**src/core/fail_pkg.sv**
```systemverilog
package fail_pkg;

  // ---------------------------------------------------------------------------
  // Clock and timing
  // ---------------------------------------------------------------------------
  localparam int unsigned CLK_MHZ          = 250;
  localparam int unsigned CLK_HZ           = 250_000_000;
  // Blink output period: 1.25 Hz is 800 ms, half of it low.
  localparam int unsigned BLINK_PERIOD_MS  = 800;
  localparam int unsigned BLINK_HALF_CYC   = BLINK_PERIOD_MS / 2 * 250_000;
  // Dimmed output: 100 Hz is 10 ms, 20 percent low.
  localparam int unsigned PWM_PERIOD_US    = 10_000;
  localparam int unsigned PWM_DUTY_PCT     = 20;
  localparam int unsigned PWM_PERIOD_CYC   = PWM_PERIOD_US * CLK_MHZ;
  localparam int unsigned PWM_LOW_CYC      = PWM_PERIOD_CYC * PWM_DUTY_PCT
                                             / 100;
  // Safe input window, longest time, rounded down.
  localparam int unsigned WINDOW_US        = 240;
  localparam int unsigned WINDOW_CYC       = WINDOW_US * CLK_MHZ;
  // Safe input deglitch filter, longest time 1.5 us, in ns, rounded down.
  localparam int unsigned FILTER_NS        = 1500;
  localparam int unsigned FILTER_CYC       = FILTER_NS * CLK_MHZ / 1000;

  // ---------------------------------------------------------------------------
  // Reset values
  // ---------------------------------------------------------------------------
  localparam logic        SAFE_INPUT_DISABLE_RST = 1'b0;

endpackage

```
**src/core/fail_output_and_fail_safe_input.sv**
```systemverilog
// Operation
// - Any failure drives outputs, sets active flag
// - Triggers: watchdog, thermal, supply short, clamp
// - Select bit picks first or second watchdog failure
// - Deactivate when causes gone and flag cleared
// - Watchdog case also needs good trigger, flag cleared
// - Activation independent of fail-safe mode entry
// - All activate together, static output stays low
// - Blink output toggles 1.25 Hz, 50 percent
// - Dimmed output PWM 100 Hz, 20 percent
// - Rising edge required in every 240 us window
// - Supervision default on, disable bit turns off
// - Missed edge sets flag, drives static, dimmed
// - Safe input failure changes no mode, reset
// - Safe flag clear needs a new rising edge
// - Supervision only in normal operating mode
// - Safe input deglitched, at most 1.5 us
// - Watchdog reset sets watchdog failure flag
// - Reset clamp high latched as status flag
`timescale 1ns/1ps
`default_nettype none

module fail_output_and_fail_safe_input
  import fail_pkg::*;
#(
  parameter int unsigned BLINK_HALF  = BLINK_HALF_CYC,
  parameter int unsigned PWM_PERIOD  = PWM_PERIOD_CYC,
  parameter int unsigned PWM_LOW     = PWM_LOW_CYC,
  parameter int unsigned WINDOW      = WINDOW_CYC
) (
  // Clock and reset
  input  wire logic ref_clk,
  input  wire logic rst_n,
  // Failure sources and operating mode
  input  wire logic watchdog_reset_event,
  input  wire logic watchdog_trigger_ok,
  input  wire logic thermal_shutdown_level_two,
  input  wire logic main_supply_output_short,
  input  wire logic reset_clamp_detect,
  input  wire logic normal_mode,
  // Software control
  input  wire logic watchdog_fail_count_select,
  input  wire logic safe_input_disable_write,
  input  wire logic safe_input_disable_value,
  input  wire logic clear_fail_output_active,
  input  wire logic clear_watchdog_failure,
  input  wire logic clear_safe_input_failure,
  input  wire logic clear_reset_clamp,
  // Status
  output logic      fail_output_active_flag,
  output logic      watchdog_failure_flag,
  output logic      safe_input_failure_flag,
  output logic      reset_clamp_high_flag,
  output logic      safe_input_disable,
  // Fail output pins, enable low drives the pin low
  output logic      static_fail_output_oe_n,
  output logic      blink_fail_output_oe_n,
  output logic      dimmed_fail_output_oe_n,
  output logic      blink_fail_output_out,
  input  wire logic safe_input_pin
);

  // ---------------------------------------------------------------------------
  // State
  // ---------------------------------------------------------------------------
  logic        fo_reg, fo_next;
  logic [1:0]  wd_cnt_reg, wd_cnt_next;
  logic        wd_reg, wd_next;
  logic        wd_ok_reg, wd_ok_next;
  logic        fsi_reg, fsi_next;
  logic        fsi_edge_reg, fsi_edge_next;
  logic        clamp_reg, clamp_next;
  logic        dis_reg, dis_next;
  logic [2:0]  sync_reg, sync_next;
  logic        filt_reg, filt_next;
  logic [15:0] filt_cnt_reg, filt_cnt_next;
  logic [31:0] win_cnt_reg, win_cnt_next;
  logic [31:0] blink_cnt_reg, blink_cnt_next;
  logic        blink_reg, blink_next;
  logic [31:0] pwm_cnt_reg, pwm_cnt_next;
  logic        fo1_reg, fo1_next, fo2_reg, fo2_next, fo3_reg, fo3_next;
  logic        wd_trig, cond, rise, sup_on, any_fo;

  // ---------------------------------------------------------------------------
  // Failure logic
  // ---------------------------------------------------------------------------
  always_comb begin
    sup_on = normal_mode && !dis_reg;
    rise   = sync_reg[2] == sync_reg[1] && sync_reg[2] && !filt_reg
             && filt_cnt_reg == 16'(FILTER_CYC);
    // Watchdog failures count; select picks one or two.
    wd_cnt_next = wd_cnt_reg;
    if (watchdog_reset_event && wd_cnt_reg != 2'd2) begin
      wd_cnt_next = wd_cnt_reg + 2'd1;
    end else if (clear_watchdog_failure && !watchdog_reset_event
                 && wd_ok_reg) begin
      wd_cnt_next = 2'd0;
    end
    wd_trig = watchdog_fail_count_select ? (wd_cnt_reg >= 2'd2)
                                         : (wd_cnt_reg >= 2'd1);
    wd_next = watchdog_reset_event || (wd_reg && !(clear_watchdog_failure
              && wd_ok_reg));
    wd_ok_next = watchdog_reset_event ? 1'b0
                 : (wd_ok_reg || watchdog_trigger_ok);
    clamp_next = reset_clamp_detect
                 || (clamp_reg && !clear_reset_clamp);
    cond = (wd_trig && wd_reg) || thermal_shutdown_level_two
           || main_supply_output_short || clamp_reg;
    // Set wins over clear; clear only with causes gone.
    fo_next = cond || (fo_reg && !clear_fail_output_active);
    dis_next = safe_input_disable_write ? safe_input_disable_value
                                        : dis_reg;
    // Deglitch filter on the safe input.
    sync_next = {sync_reg[1:0], safe_input_pin};
    filt_next = filt_reg;
    filt_cnt_next = 16'd0;
    if (sync_reg[2] == sync_reg[1] && sync_reg[2] != filt_reg) begin
      filt_cnt_next = filt_cnt_reg + 16'd1;
      if (filt_cnt_reg == 16'(FILTER_CYC)) begin
        filt_next = sync_reg[2];
        filt_cnt_next = 16'd0;
      end
    end
    // Window supervision.
    win_cnt_next = 32'd0;
    fsi_next = fsi_reg;
    fsi_edge_next = fsi_edge_reg || rise;
    if (sup_on && !any_fo) begin
      win_cnt_next = rise ? 32'd0 : win_cnt_reg + 32'd1;
      if (!rise && win_cnt_reg + 32'd1 >= WINDOW) begin
        fsi_next = 1'b1;
        fsi_edge_next = 1'b0;
        win_cnt_next = 32'd0;
      end
    end else if (sup_on && fsi_reg && rise) begin
      win_cnt_next = 32'd0;
    end
    // A miss in the same cycle zeroes the edge record, so the set wins.
    if (clear_safe_input_failure && fsi_edge_reg && fsi_reg
        && fsi_edge_next) begin
      fsi_next = 1'b0;
      fsi_edge_next = 1'b0;
    end
    if (fsi_reg && !fsi_next) begin
      win_cnt_next = 32'd0;
    end
  end
  // The window counter is held at zero while fail outputs own the pin.
  assign any_fo = fo_reg;

  // ---------------------------------------------------------------------------
  // Output timing
  // ---------------------------------------------------------------------------
  always_comb begin
    blink_cnt_next = 32'd0;
    blink_next = 1'b1;
    pwm_cnt_next = 32'd0;
    if (fo_reg) begin
      blink_next = blink_reg;
      blink_cnt_next = blink_cnt_reg + 32'd1;
      if (blink_cnt_reg + 32'd1 >= BLINK_HALF) begin
        blink_cnt_next = 32'd0;
        blink_next = !blink_reg;
      end
    end
    if (fo_reg || fsi_reg) begin
      pwm_cnt_next = (pwm_cnt_reg + 32'd1 >= PWM_PERIOD) ? 32'd0
                     : pwm_cnt_reg + 32'd1;
    end
    fo1_next = fo_reg || fsi_reg;
    fo2_next = fo_reg && blink_reg;
    fo3_next = (fo_reg || fsi_reg) && pwm_cnt_reg < PWM_LOW;
  end

  // ---------------------------------------------------------------------------
  // Registers
  // ---------------------------------------------------------------------------
  always_ff @(posedge ref_clk) begin
    if (!rst_n) begin
      fo_reg <= 1'b0;
      wd_cnt_reg <= 2'd0;
      wd_reg <= 1'b0;
      wd_ok_reg <= 1'b0;
      fsi_reg <= 1'b0;
      fsi_edge_reg <= 1'b0;
      clamp_reg <= 1'b0;
      dis_reg <= SAFE_INPUT_DISABLE_RST;
      sync_reg <= 3'b111;
      filt_reg <= 1'b1;
      filt_cnt_reg <= 16'd0;
      win_cnt_reg <= 32'd0;
      blink_cnt_reg <= 32'd0;
      blink_reg <= 1'b1;
      pwm_cnt_reg <= 32'd0;
      fo1_reg <= 1'b0;
      fo2_reg <= 1'b0;
      fo3_reg <= 1'b0;
    end else begin
      fo_reg <= fo_next;
      wd_cnt_reg <= wd_cnt_next;
      wd_reg <= wd_next;
      wd_ok_reg <= wd_ok_next;
      fsi_reg <= fsi_next;
      fsi_edge_reg <= fsi_edge_next;
      clamp_reg <= clamp_next;
      dis_reg <= dis_next;
      sync_reg <= sync_next;
      filt_reg <= filt_next;
      filt_cnt_reg <= filt_cnt_next;
      win_cnt_reg <= win_cnt_next;
      blink_cnt_reg <= blink_cnt_next;
      blink_reg <= blink_next;
      pwm_cnt_reg <= pwm_cnt_next;
      fo1_reg <= fo1_next;
      fo2_reg <= fo2_next;
      fo3_reg <= fo3_next;
    end
  end

  assign fail_output_active_flag = fo_reg;
  assign watchdog_failure_flag   = wd_reg;
  assign safe_input_failure_flag = fsi_reg;
  assign reset_clamp_high_flag   = clamp_reg;
  assign safe_input_disable      = dis_reg;
  assign static_fail_output_oe_n = !fo1_reg;
  assign blink_fail_output_oe_n  = !fo2_reg;
  assign dimmed_fail_output_oe_n = !fo3_reg;
  assign blink_fail_output_out   = 1'b0;

  // ---------------------------------------------------------------------------
  // Assertions
  // ---------------------------------------------------------------------------
  a_thermal_sets_active: assert property (@(posedge ref_clk) disable iff
    (!rst_n) thermal_shutdown_level_two |=> fail_output_active_flag)
    else $error("thermal failure did not set active flag");
  a_active_drives_static: assert property (@(posedge ref_clk) disable iff
    (!rst_n) $rose(fo_reg) |=> !static_fail_output_oe_n)
    else $error("static output not driven after activation");
  a_clear_needs_idle: assert property (@(posedge ref_clk) disable iff
    (!rst_n) (fo_reg && cond) |=> fo_reg)
    else $error("active flag cleared while failure present");
  a_wd_clear_gated: assert property (@(posedge ref_clk) disable iff
    (!rst_n) (wd_reg && !wd_ok_reg) |=> wd_reg)
    else $error("watchdog flag cleared without good trigger");
  a_blink_off_idle: assert property (@(posedge ref_clk) disable iff
    (!rst_n) (!fo_reg && !fo2_reg) |=> blink_fail_output_oe_n)
    else $error("blink pin driven while inactive");
  a_pwm_low_duty: assert property (@(posedge ref_clk) disable iff
    (!rst_n) (fo_reg && $past(fo_reg) && pwm_cnt_reg >= PWM_LOW)
    |=> dimmed_fail_output_oe_n)
    else $error("dimmed output driven outside duty");
  a_fsi_clear_edge: assert property (@(posedge ref_clk) disable iff
    (!rst_n) (fsi_reg && !fsi_edge_reg) |=> fsi_reg)
    else $error("safe input flag cleared without edge");
  a_window_limit: assert property (@(posedge ref_clk) disable iff
    (!rst_n) win_cnt_reg < WINDOW)
    else $error("window counter passed its limit");
  a_supervision_mode: assert property (@(posedge ref_clk) disable iff
    (!rst_n) (!normal_mode || dis_reg) |=> win_cnt_reg == 32'd0)
    else $error("window ran outside normal mode");
  a_any_sets_active: assert property (@(posedge ref_clk) disable iff
    (!rst_n) (main_supply_output_short || clamp_reg)
    |=> fail_output_active_flag)
    else $error("failure did not set active flag");
  a_first_wd_select: assert property (@(posedge ref_clk) disable iff
    (!rst_n) (!watchdog_fail_count_select && wd_reg
    && wd_cnt_reg >= 2'd1) |=> fo_reg)
    else $error("first watchdog failure did not activate");
  a_second_wd_wait: assert property (@(posedge ref_clk) disable iff
    (!rst_n) (watchdog_fail_count_select && wd_cnt_reg == 2'd1 && !fo_reg
    && !thermal_shutdown_level_two && !main_supply_output_short
    && !clamp_reg) |=> !fo_reg)
    else $error("activated before second watchdog failure");
  a_wd_ok_clears: assert property (@(posedge ref_clk) disable iff
    (!rst_n) (clear_watchdog_failure && wd_ok_reg && !watchdog_reset_event)
    |=> !wd_reg)
    else $error("watchdog flag not cleared after good trigger");
  a_blink_hold: assert property (@(posedge ref_clk) disable iff
    (!rst_n) (fo_reg && blink_cnt_reg + 32'd1 < BLINK_HALF)
    |=> $stable(blink_reg))
    else $error("blink phase changed early");
  a_blink_toggle: assert property (@(posedge ref_clk) disable iff
    (!rst_n) (fo_reg && blink_cnt_reg + 32'd1 >= BLINK_HALF)
    |=> $changed(blink_reg))
    else $error("blink phase did not toggle");
  a_miss_sets_flag: assert property (@(posedge ref_clk) disable iff
    (!rst_n) (sup_on && !any_fo && !rise && win_cnt_reg + 32'd1 >= WINDOW)
    |=> safe_input_failure_flag)
    else $error("missed edge did not set safe flag");
  a_safe_drives_static: assert property (@(posedge ref_clk) disable iff
    (!rst_n) fsi_reg |=> !static_fail_output_oe_n)
    else $error("static output not driven on safe failure");
  a_pwm_drive_duty: assert property (@(posedge ref_clk) disable iff
    (!rst_n) ((fo_reg || fsi_reg) && pwm_cnt_reg < PWM_LOW)
    |=> !dimmed_fail_output_oe_n)
    else $error("dimmed output not driven inside duty");
  a_filter_holds: assert property (@(posedge ref_clk) disable iff
    (!rst_n) (sync_reg[2] != sync_reg[1]) |=> $stable(filt_reg))
    else $error("filter followed an unsettled input");
  a_disable_write: assert property (@(posedge ref_clk) disable iff
    (!rst_n) safe_input_disable_write
    |=> safe_input_disable == $past(safe_input_disable_value))
    else $error("disable bit not written");
  a_idle_counters: assert property (@(posedge ref_clk) disable iff
    (!rst_n) !fo_reg |=> blink_cnt_reg == 32'd0)
    else $error("blink counter ran while inactive");

endmodule

`default_nettype wire

```
**config.mk**
```make
export PLATFORM = sky130hd
export DESIGN_NAME = fail_output_and_fail_safe_input
export DESIGN_NICKNAME = d
export VERILOG_FILES = /design/src/core/fail_pkg.sv /design/src/core/fail_output_and_fail_safe_input.sv
export SDC_FILE = /design/constraint.sdc
export NUM_CORES = 1
export LEC_CHECK = 0
export BUFFER_PORTS_ARGS = -buffer_cell sky130_fd_sc_hd__buf_2
export CAP_MARGIN = 20
export CORE_ASPECT_RATIO = 1.2
export CORE_MARGIN = 2
export CORE_UTILIZATION = 50
export CTS_CLUSTER_SIZE = 25
export DETAILED_ROUTE_END_ITERATION = 7
export PLACE_DENSITY = 0.67
export SKIP_LAST_GASP = 1
export SYNTH_ARGS = -nofsm -noshare
export SYNTH_HDL_FRONTEND = slang
export SYNTH_SLANG_ARGS = --single-unit
```
**constraint.sdc**
```tcl
create_clock -name ref_clk -period 3.5 [get_ports ref_clk]
set_input_delay 0.175 -clock ref_clk [delete_from_list [all_inputs] [get_ports ref_clk]]
set_output_delay 0.175 -clock ref_clk [all_outputs]
set_load 0.005 [all_outputs]
```
==> Word level (Yosys, flattened, before mapping) <==
Cells that the tools add are included.
{ "op_classes": {"order_cmp": 6, "n_mul": 0, "n_addsub": 5, "n_mux": 8, "shifts": 0, "bitwise_logic": 5, "n_reduce_logical": 52, "eq_ne": 4, "div_mod_pow": 0} }
{ "ops": {"columns": ["op", "count"], "rows": [
  ["32-bit by 1-bit adder with 32-bit output (second input constant)", 3],
  ["32-bit by 16-bit >= comparator with 1-bit output (second input constant)", 1],
  ["32-bit by 22-bit >= comparator with 1-bit output (second input constant)", 1],
  ["32-bit by 27-bit >= comparator with 1-bit output (second input constant)", 1],
  ["32-bit by 19-bit < comparator with 1-bit output (second input constant)", 1],
  ["1-bit logical AND", 21],
  ["16-bit by 1-bit adder with 16-bit output (second input constant)", 1],
  ["16-bit by 9-bit equality test with 1-bit output (second input constant)", 1],
  ["1-bit zero test", 13],
  ["1-bit logical OR", 9],
  ["3-bit OR reduction", 3],
  ["1-bit two-way mux", 6],
  ["1-bit inverter", 5],
  ["5-bit OR reduction", 1],
  ["2-bit two-way mux", 2],
  ["2-bit AND reduction", 2],
  ["2-bit OR reduction", 2],
  ["2-bit by 1-bit adder with 2-bit output (second input constant)", 1],
  ["2-bit by 1-bit >= comparator with 1-bit output (second input constant)", 1],
  ["2-bit >= comparator (second input constant)", 1],
  ["2-bit != test (second input constant)", 1],
  ["2-bit nonzero test", 1],
  ["1-bit equality test", 1],
  ["1-bit != test", 1]
]} }
{ "word_totals": {"register_bits": 129, "latch_bits": 0, "ram_bits": 0, "inputBits": 16, "n_memories": 0, "mem_bits_ro": 0, "output_inout_bits": 9, "wordCells": 98} }

==> Depth between registers and ports, before layout <==
{ "depth": {"depth_word": 13, "ltp_mapped": 11, "ltp_nobuf": 8} }

==> Worst setup path after synthesis <==
OpenSTA, ideal clock, no wires.
{ "synth_path": {"path_kind": "reg-to-reg", "from": "register blink_cnt_reg[0]", "to": "register blink_cnt_reg[4]", "n_path_buf": 3, "path_stages_with_launch": 12, "setup_time_ps": 64, "synth_period_minus_slack_ps": 2470, "arrival_time_ps": 2406, "required_ps": 3436, "path_slack_ps": 1030, "path_cell_list": "dfxtp_1 ha_1 and4_1 buf_4 nand3_2 o21ai_0 a221oi_1 a211o_1 a2111o_1 buf_4 buf_6 nor2_1"} }
{ "synth_between": {"elab_chain_len": 3} }
{ "synth_rtl": {"columns": ["item", "line", "source"], "rows": [
  ["start, declared", "fail_output_and_fail_safe_input.sv:78", "logic [31:0] blink_cnt_reg, blink_cnt_next;"],
  ["start signal, assigned", "fail_output_and_fail_safe_input.sv:211", "blink_cnt_reg <= blink_cnt_next;"],
  ["32-bit by 1-bit adder with 32-bit output (*)", "fail_output_and_fail_safe_input.sv:160, fail_output_and_fail_safe_input.sv:161", null],
  ["32-bit by 27-bit >= comparator with 1-bit output", "fail_output_and_fail_safe_input.sv:161", "if (blink_cnt_reg + 32'd1 >= BLINK_HALF) begin"],
  ["3-bit OR reduction (no line)", null, null]
]} }
Mark *: on every way between the ends. The rest lies on a longest branch, timed or not.
A chain may end at the register's enable or synchronous reset.

==> Worst setup path after layout <==
{ "layout_path": {"from": "register pwm_cnt_reg[0]", "to": "register pwm_cnt_reg[6]"} }
{ "layout_between": {"elab_chain_len": 3} }
{ "layout_rtl": {"columns": ["item", "line", "source"], "rows": [
  ["start, declared", "fail_output_and_fail_safe_input.sv:80", "logic [31:0] pwm_cnt_reg, pwm_cnt_next;"],
  ["start signal, assigned", "fail_output_and_fail_safe_input.sv:213", "pwm_cnt_reg <= pwm_cnt_next;"],
  ["32-bit by 1-bit adder with 32-bit output (*)", "fail_output_and_fail_safe_input.sv:167, fail_output_and_fail_safe_input.sv:168", null],
  ["32-bit by 22-bit >= comparator with 1-bit output", "fail_output_and_fail_safe_input.sv:167", "pwm_cnt_next = (pwm_cnt_reg + 32'd1 >= PWM_PERIOD) ? 32'd0"],
  ["3-bit OR reduction (no line)", null, null]
]} }
Marked as above.

==> reports/qor.txt <==
Synth Register Bits -> 129
Fin nets -> 815
Final setup vio count -> 0
Hold Fails Final Rpt -> 0
DRC violations left -> 0
Seq/Total Area, Yosys -> 40.2%
Post-CTS Setup Repair Bufs -> 0
Vias in the first global route -> 5196
Clock period minus worst slack -> 2990 ps
FFs w/ async S/R, synth -> 0%
Status -> finished, final reports clean
Ys flop type -> dfxtp_1
Period utilization -> 85.3%
Met2 usage -> 35.2%
Min-delay worst type -> input port to register
ANT cells -> 0
Post-Syn Area per Cell -> 8.65 sq um
I/O pins -> 25
Mapped cell area -> 6430 sq um
Post-Syn Instances -> 743
Hold WS -> 22.4 ps
Max Cap Viol -> 0
Pin count of the biggest net entering global routing -> 28
Slowest-stage cell, CP -> or3_1
Most Crowded Layer GR -> met2
RSZ-0062 raised after global routing -> no
Clk Latency, worst-skew pair -> 420 ps
Num CTS Buffers -> 17
CP startpoint kind -> register
M1 GR Usage -> 25.1%
Die height -> 128 um
Core area -> 12600 sq um
CTS tree -> built
Final Wtd Congestion -> 0.814
Max incr delay on CP -> 520 ps
CP arrival -> 3310 ps
Met3 GRT Util -> 4.17%
Rows -> 45
Crit-path max FO -> 20
Crit-path cells -> ha_1 -> nand3_1 -> or3_1 -> nor4_2 -> nand4_1 -> a211oi_2 -> nand2_2 -> a211oi_1
I/O Buffers -> 23
Total power -> 3.30 mW
Sink Count -> 129
Leak -> 2.46 nW
Antenna Nets Post-Route -> 0
Initial antenna violation count -> 0
Die area -> 13800 sq um
Fin. max-slew vios -> 0
Overflow after GRT -> 0
CTS root buf -> clkbuf_16
Yosys warns -> 0
Routed WL per cell -> 13.8 um
Initial core utilization -> 51.0%
Pre-antenna DRT Iters -> 7
Req. time, crit path -> 3830 ps
HPWL Detailed -> 9390 um
Global-route wire length before repair -> 23200 um
Buf/Inv on CP -> 0
VDD IR max -> 0.416 mV
Worst slew pin tran -> 754 ps
Synth-to-layout area growth -> 14.0%
Setup Skew -> 5.54 ps
Drt total wl -> 13300 um
Via density -> 5.63
Pre-CTS WS -> 349 ps
Worst-path clk slew -> 60 ps
Worst slew margin -> 49.3%
CP Class -> register to register
Via count -> 5448
Delay-heaviest family, CP -> simple AND/OR/NAND/NOR gates
Setup TNS -> 0 ps
Share of layout cells above drive strength 1 -> 9.71%
Power Density -> 451 nW/um^2
Chip Width -> 108 um
Critical Path Sink Type -> register
Buffer depth of the longest clock path -> 2
Global Route Usage Sum -> 20.7%
Initial DRC Count -> 324
Fmax -> 335 MHz
Final core utilization -> 58.1%
Final worst setup slack -> 514 ps
Yosys cell types -> 73
Number of synthesized flops with an enable pin -> 0
H-Tree Level Count -> 4
report_power, final:
| group | switching [mW] | total (mW) | internal (mW) |
|---|---|---|---|
| Clock | 0.684 | 1.69 | 1.00 |
| Combinational | 0.0427 | 0.0859 | 0.0432 |
| Sequential | 0.0326 | 1.53 | 1.50 |
layer usage:
layer / vias to the layer above / share of wire (%) / wire length [um]
li1: 2763 / - / -
met1: 2583 / 47 / 6250
met2: 77 / 49 / 6470
met3: 25 / 2.8 / 369
met4: 0 / 1.8 / 246
met5: - / 0 / 0
synth_stat cells, drive strengths merged (3+ instances only):
| cell | instances | area, sq um |
|---|---|---|
| ha | 9 | 113 |
| nand2b | 6 | 37.5 |
| a211o | 3 | 26.3 |
| xor2 | 34 | 298 |
| a2111oi | 4 | 35.0 |
| o21a | 3 | 22.5 |
| mux2i | 5 | 50.1 |
| o31ai | 3 | 22.5 |
| nand4 | 29 | 188 |
| a21oi | 15 | 75.1 |
| or3 | 12 | 75.1 |
| or2 | 4 | 25.0 |
| nor3b | 6 | 45.0 |
| and4 | 18 | 158 |
| and2 | 10 | 62.6 |
| dfxtp | 129 | 2580 |
| nor2b | 5 | 31.3 |
| a211oi | 19 | 148 |
| nor4b | 4 | 35.0 |
| o311ai | 3 | 26.3 |
| a31oi | 6 | 37.5 |
| nor4 | 15 | 113 |
| nand3 | 44 | 230 |
| inv | 24 | 90.1 |
| nor3 | 31 | 155 |
| a221oi | 3 | 26.3 |
| o211ai | 3 | 22.5 |
| a311oi | 4 | 35.0 |
| nand2 | 49 | 186 |
| xnor2 | 47 | 412 |
| and3 | 18 | 118 |
| nor2 | 86 | 325 |
| o22ai | 7 | 43.8 |
| o21ai | 16 | 80.1 |
| and3b | 3 | 26.3 |
| buf | 20 | 131 |
| clkbuf | 14 | 55.1 |
final cells by class:
class | count | area, sq um
multi-input cells | 587 | 3690
repair buffers | 31 | 183
inverters | 24 | 90.1
flip-flops and latches | 129 | 2580
clock inverters | 14 | 130
fillers | 1143 | 5290
clock buffers | 18 | 439
well taps | 164 | 205
layout by cell type (no fill, tap or decap), types with 5 or more instances in the layout:
cell and instances:
or3_1 12, a211oi_1 18, o21ai_0 16, and3_1 17, buf_4 5, nor3b_1 6
clkbuf_16 17, nor4_1 12, o22ai_1 7, nand4_1 28, inv_6 5, nor3_1 31
mux2i_1 5, conb_1 32, nand3_1 42, dfxtp_1 129, ha_1 9, a31oi_1 6
xnor2_1 47, nand2b_1 6, xor2_1 34, nand2_1 47, nor2_1 85, and2_1 10
buf_2 23, nor2b_1 5, inv_1 24, a21oi_1 15, and4_1 18, clkinvlp_4 5
worst register-to-register path: cells and delay by family (launching register included):
family          cells  cell delay (ps)
flops               1              430
simple gates        5             1450
compound gates      2              660
fa+ha+maj           1              350
path summary, 6_finish.rpt:
| check | startpoint | to | slack, ps | cells after the start |
|---|---|---|---|---|
| hold / removal | safe_input_disable_value | safe_input_disable | 20 | 3 |
| setup reg to reg | pwm_cnt_reg[0] | pwm_cnt_reg[6] | 510 | 8 |
| hold reg to reg | filt_cnt_reg[0] | filt_cnt_reg[0] | 450 | 1 |
| setup / recovery | pwm_cnt_reg[0] | pwm_cnt_reg[6] | 510 | 8 |
through the flow:
stage | area [sq um] | std cells
after floorplan | 6540 | 774
after global placement | 6720 | 932
after detailed placement | 6720 | 932
after CTS | 7320 | 967
after global routing | 7320 | 967
final | 7320 | 967
logic make-up (layout without fill, tap and decap cells):
| kind of cell | after synthesis | count (layout) | synth area share [%] |
|---|---|---|---|
| xor+xnor | 81 | 81 | 11.0 |
| fa+ha+maj | 9 | 9 | 1.75 |
| compound gates | 113 | 113 | 12.8 |
| mux | 5 | 5 | 0.779 |
| other cells | 1 | 32 | 0.0583 |
| buf+inv | 58 | 87 | 4.30 |
| simple gates | 347 | 347 | 29.1 |
| flops | 129 | 129 | 40.2 |
what timing repair did:
action,in CTS,in global routing
endpoints found under the setup margin,0,2
hold endpoints to repair,3,0
hold buffers,3,0
resized for setup,0,1
(Power assumes the default switching activity.)
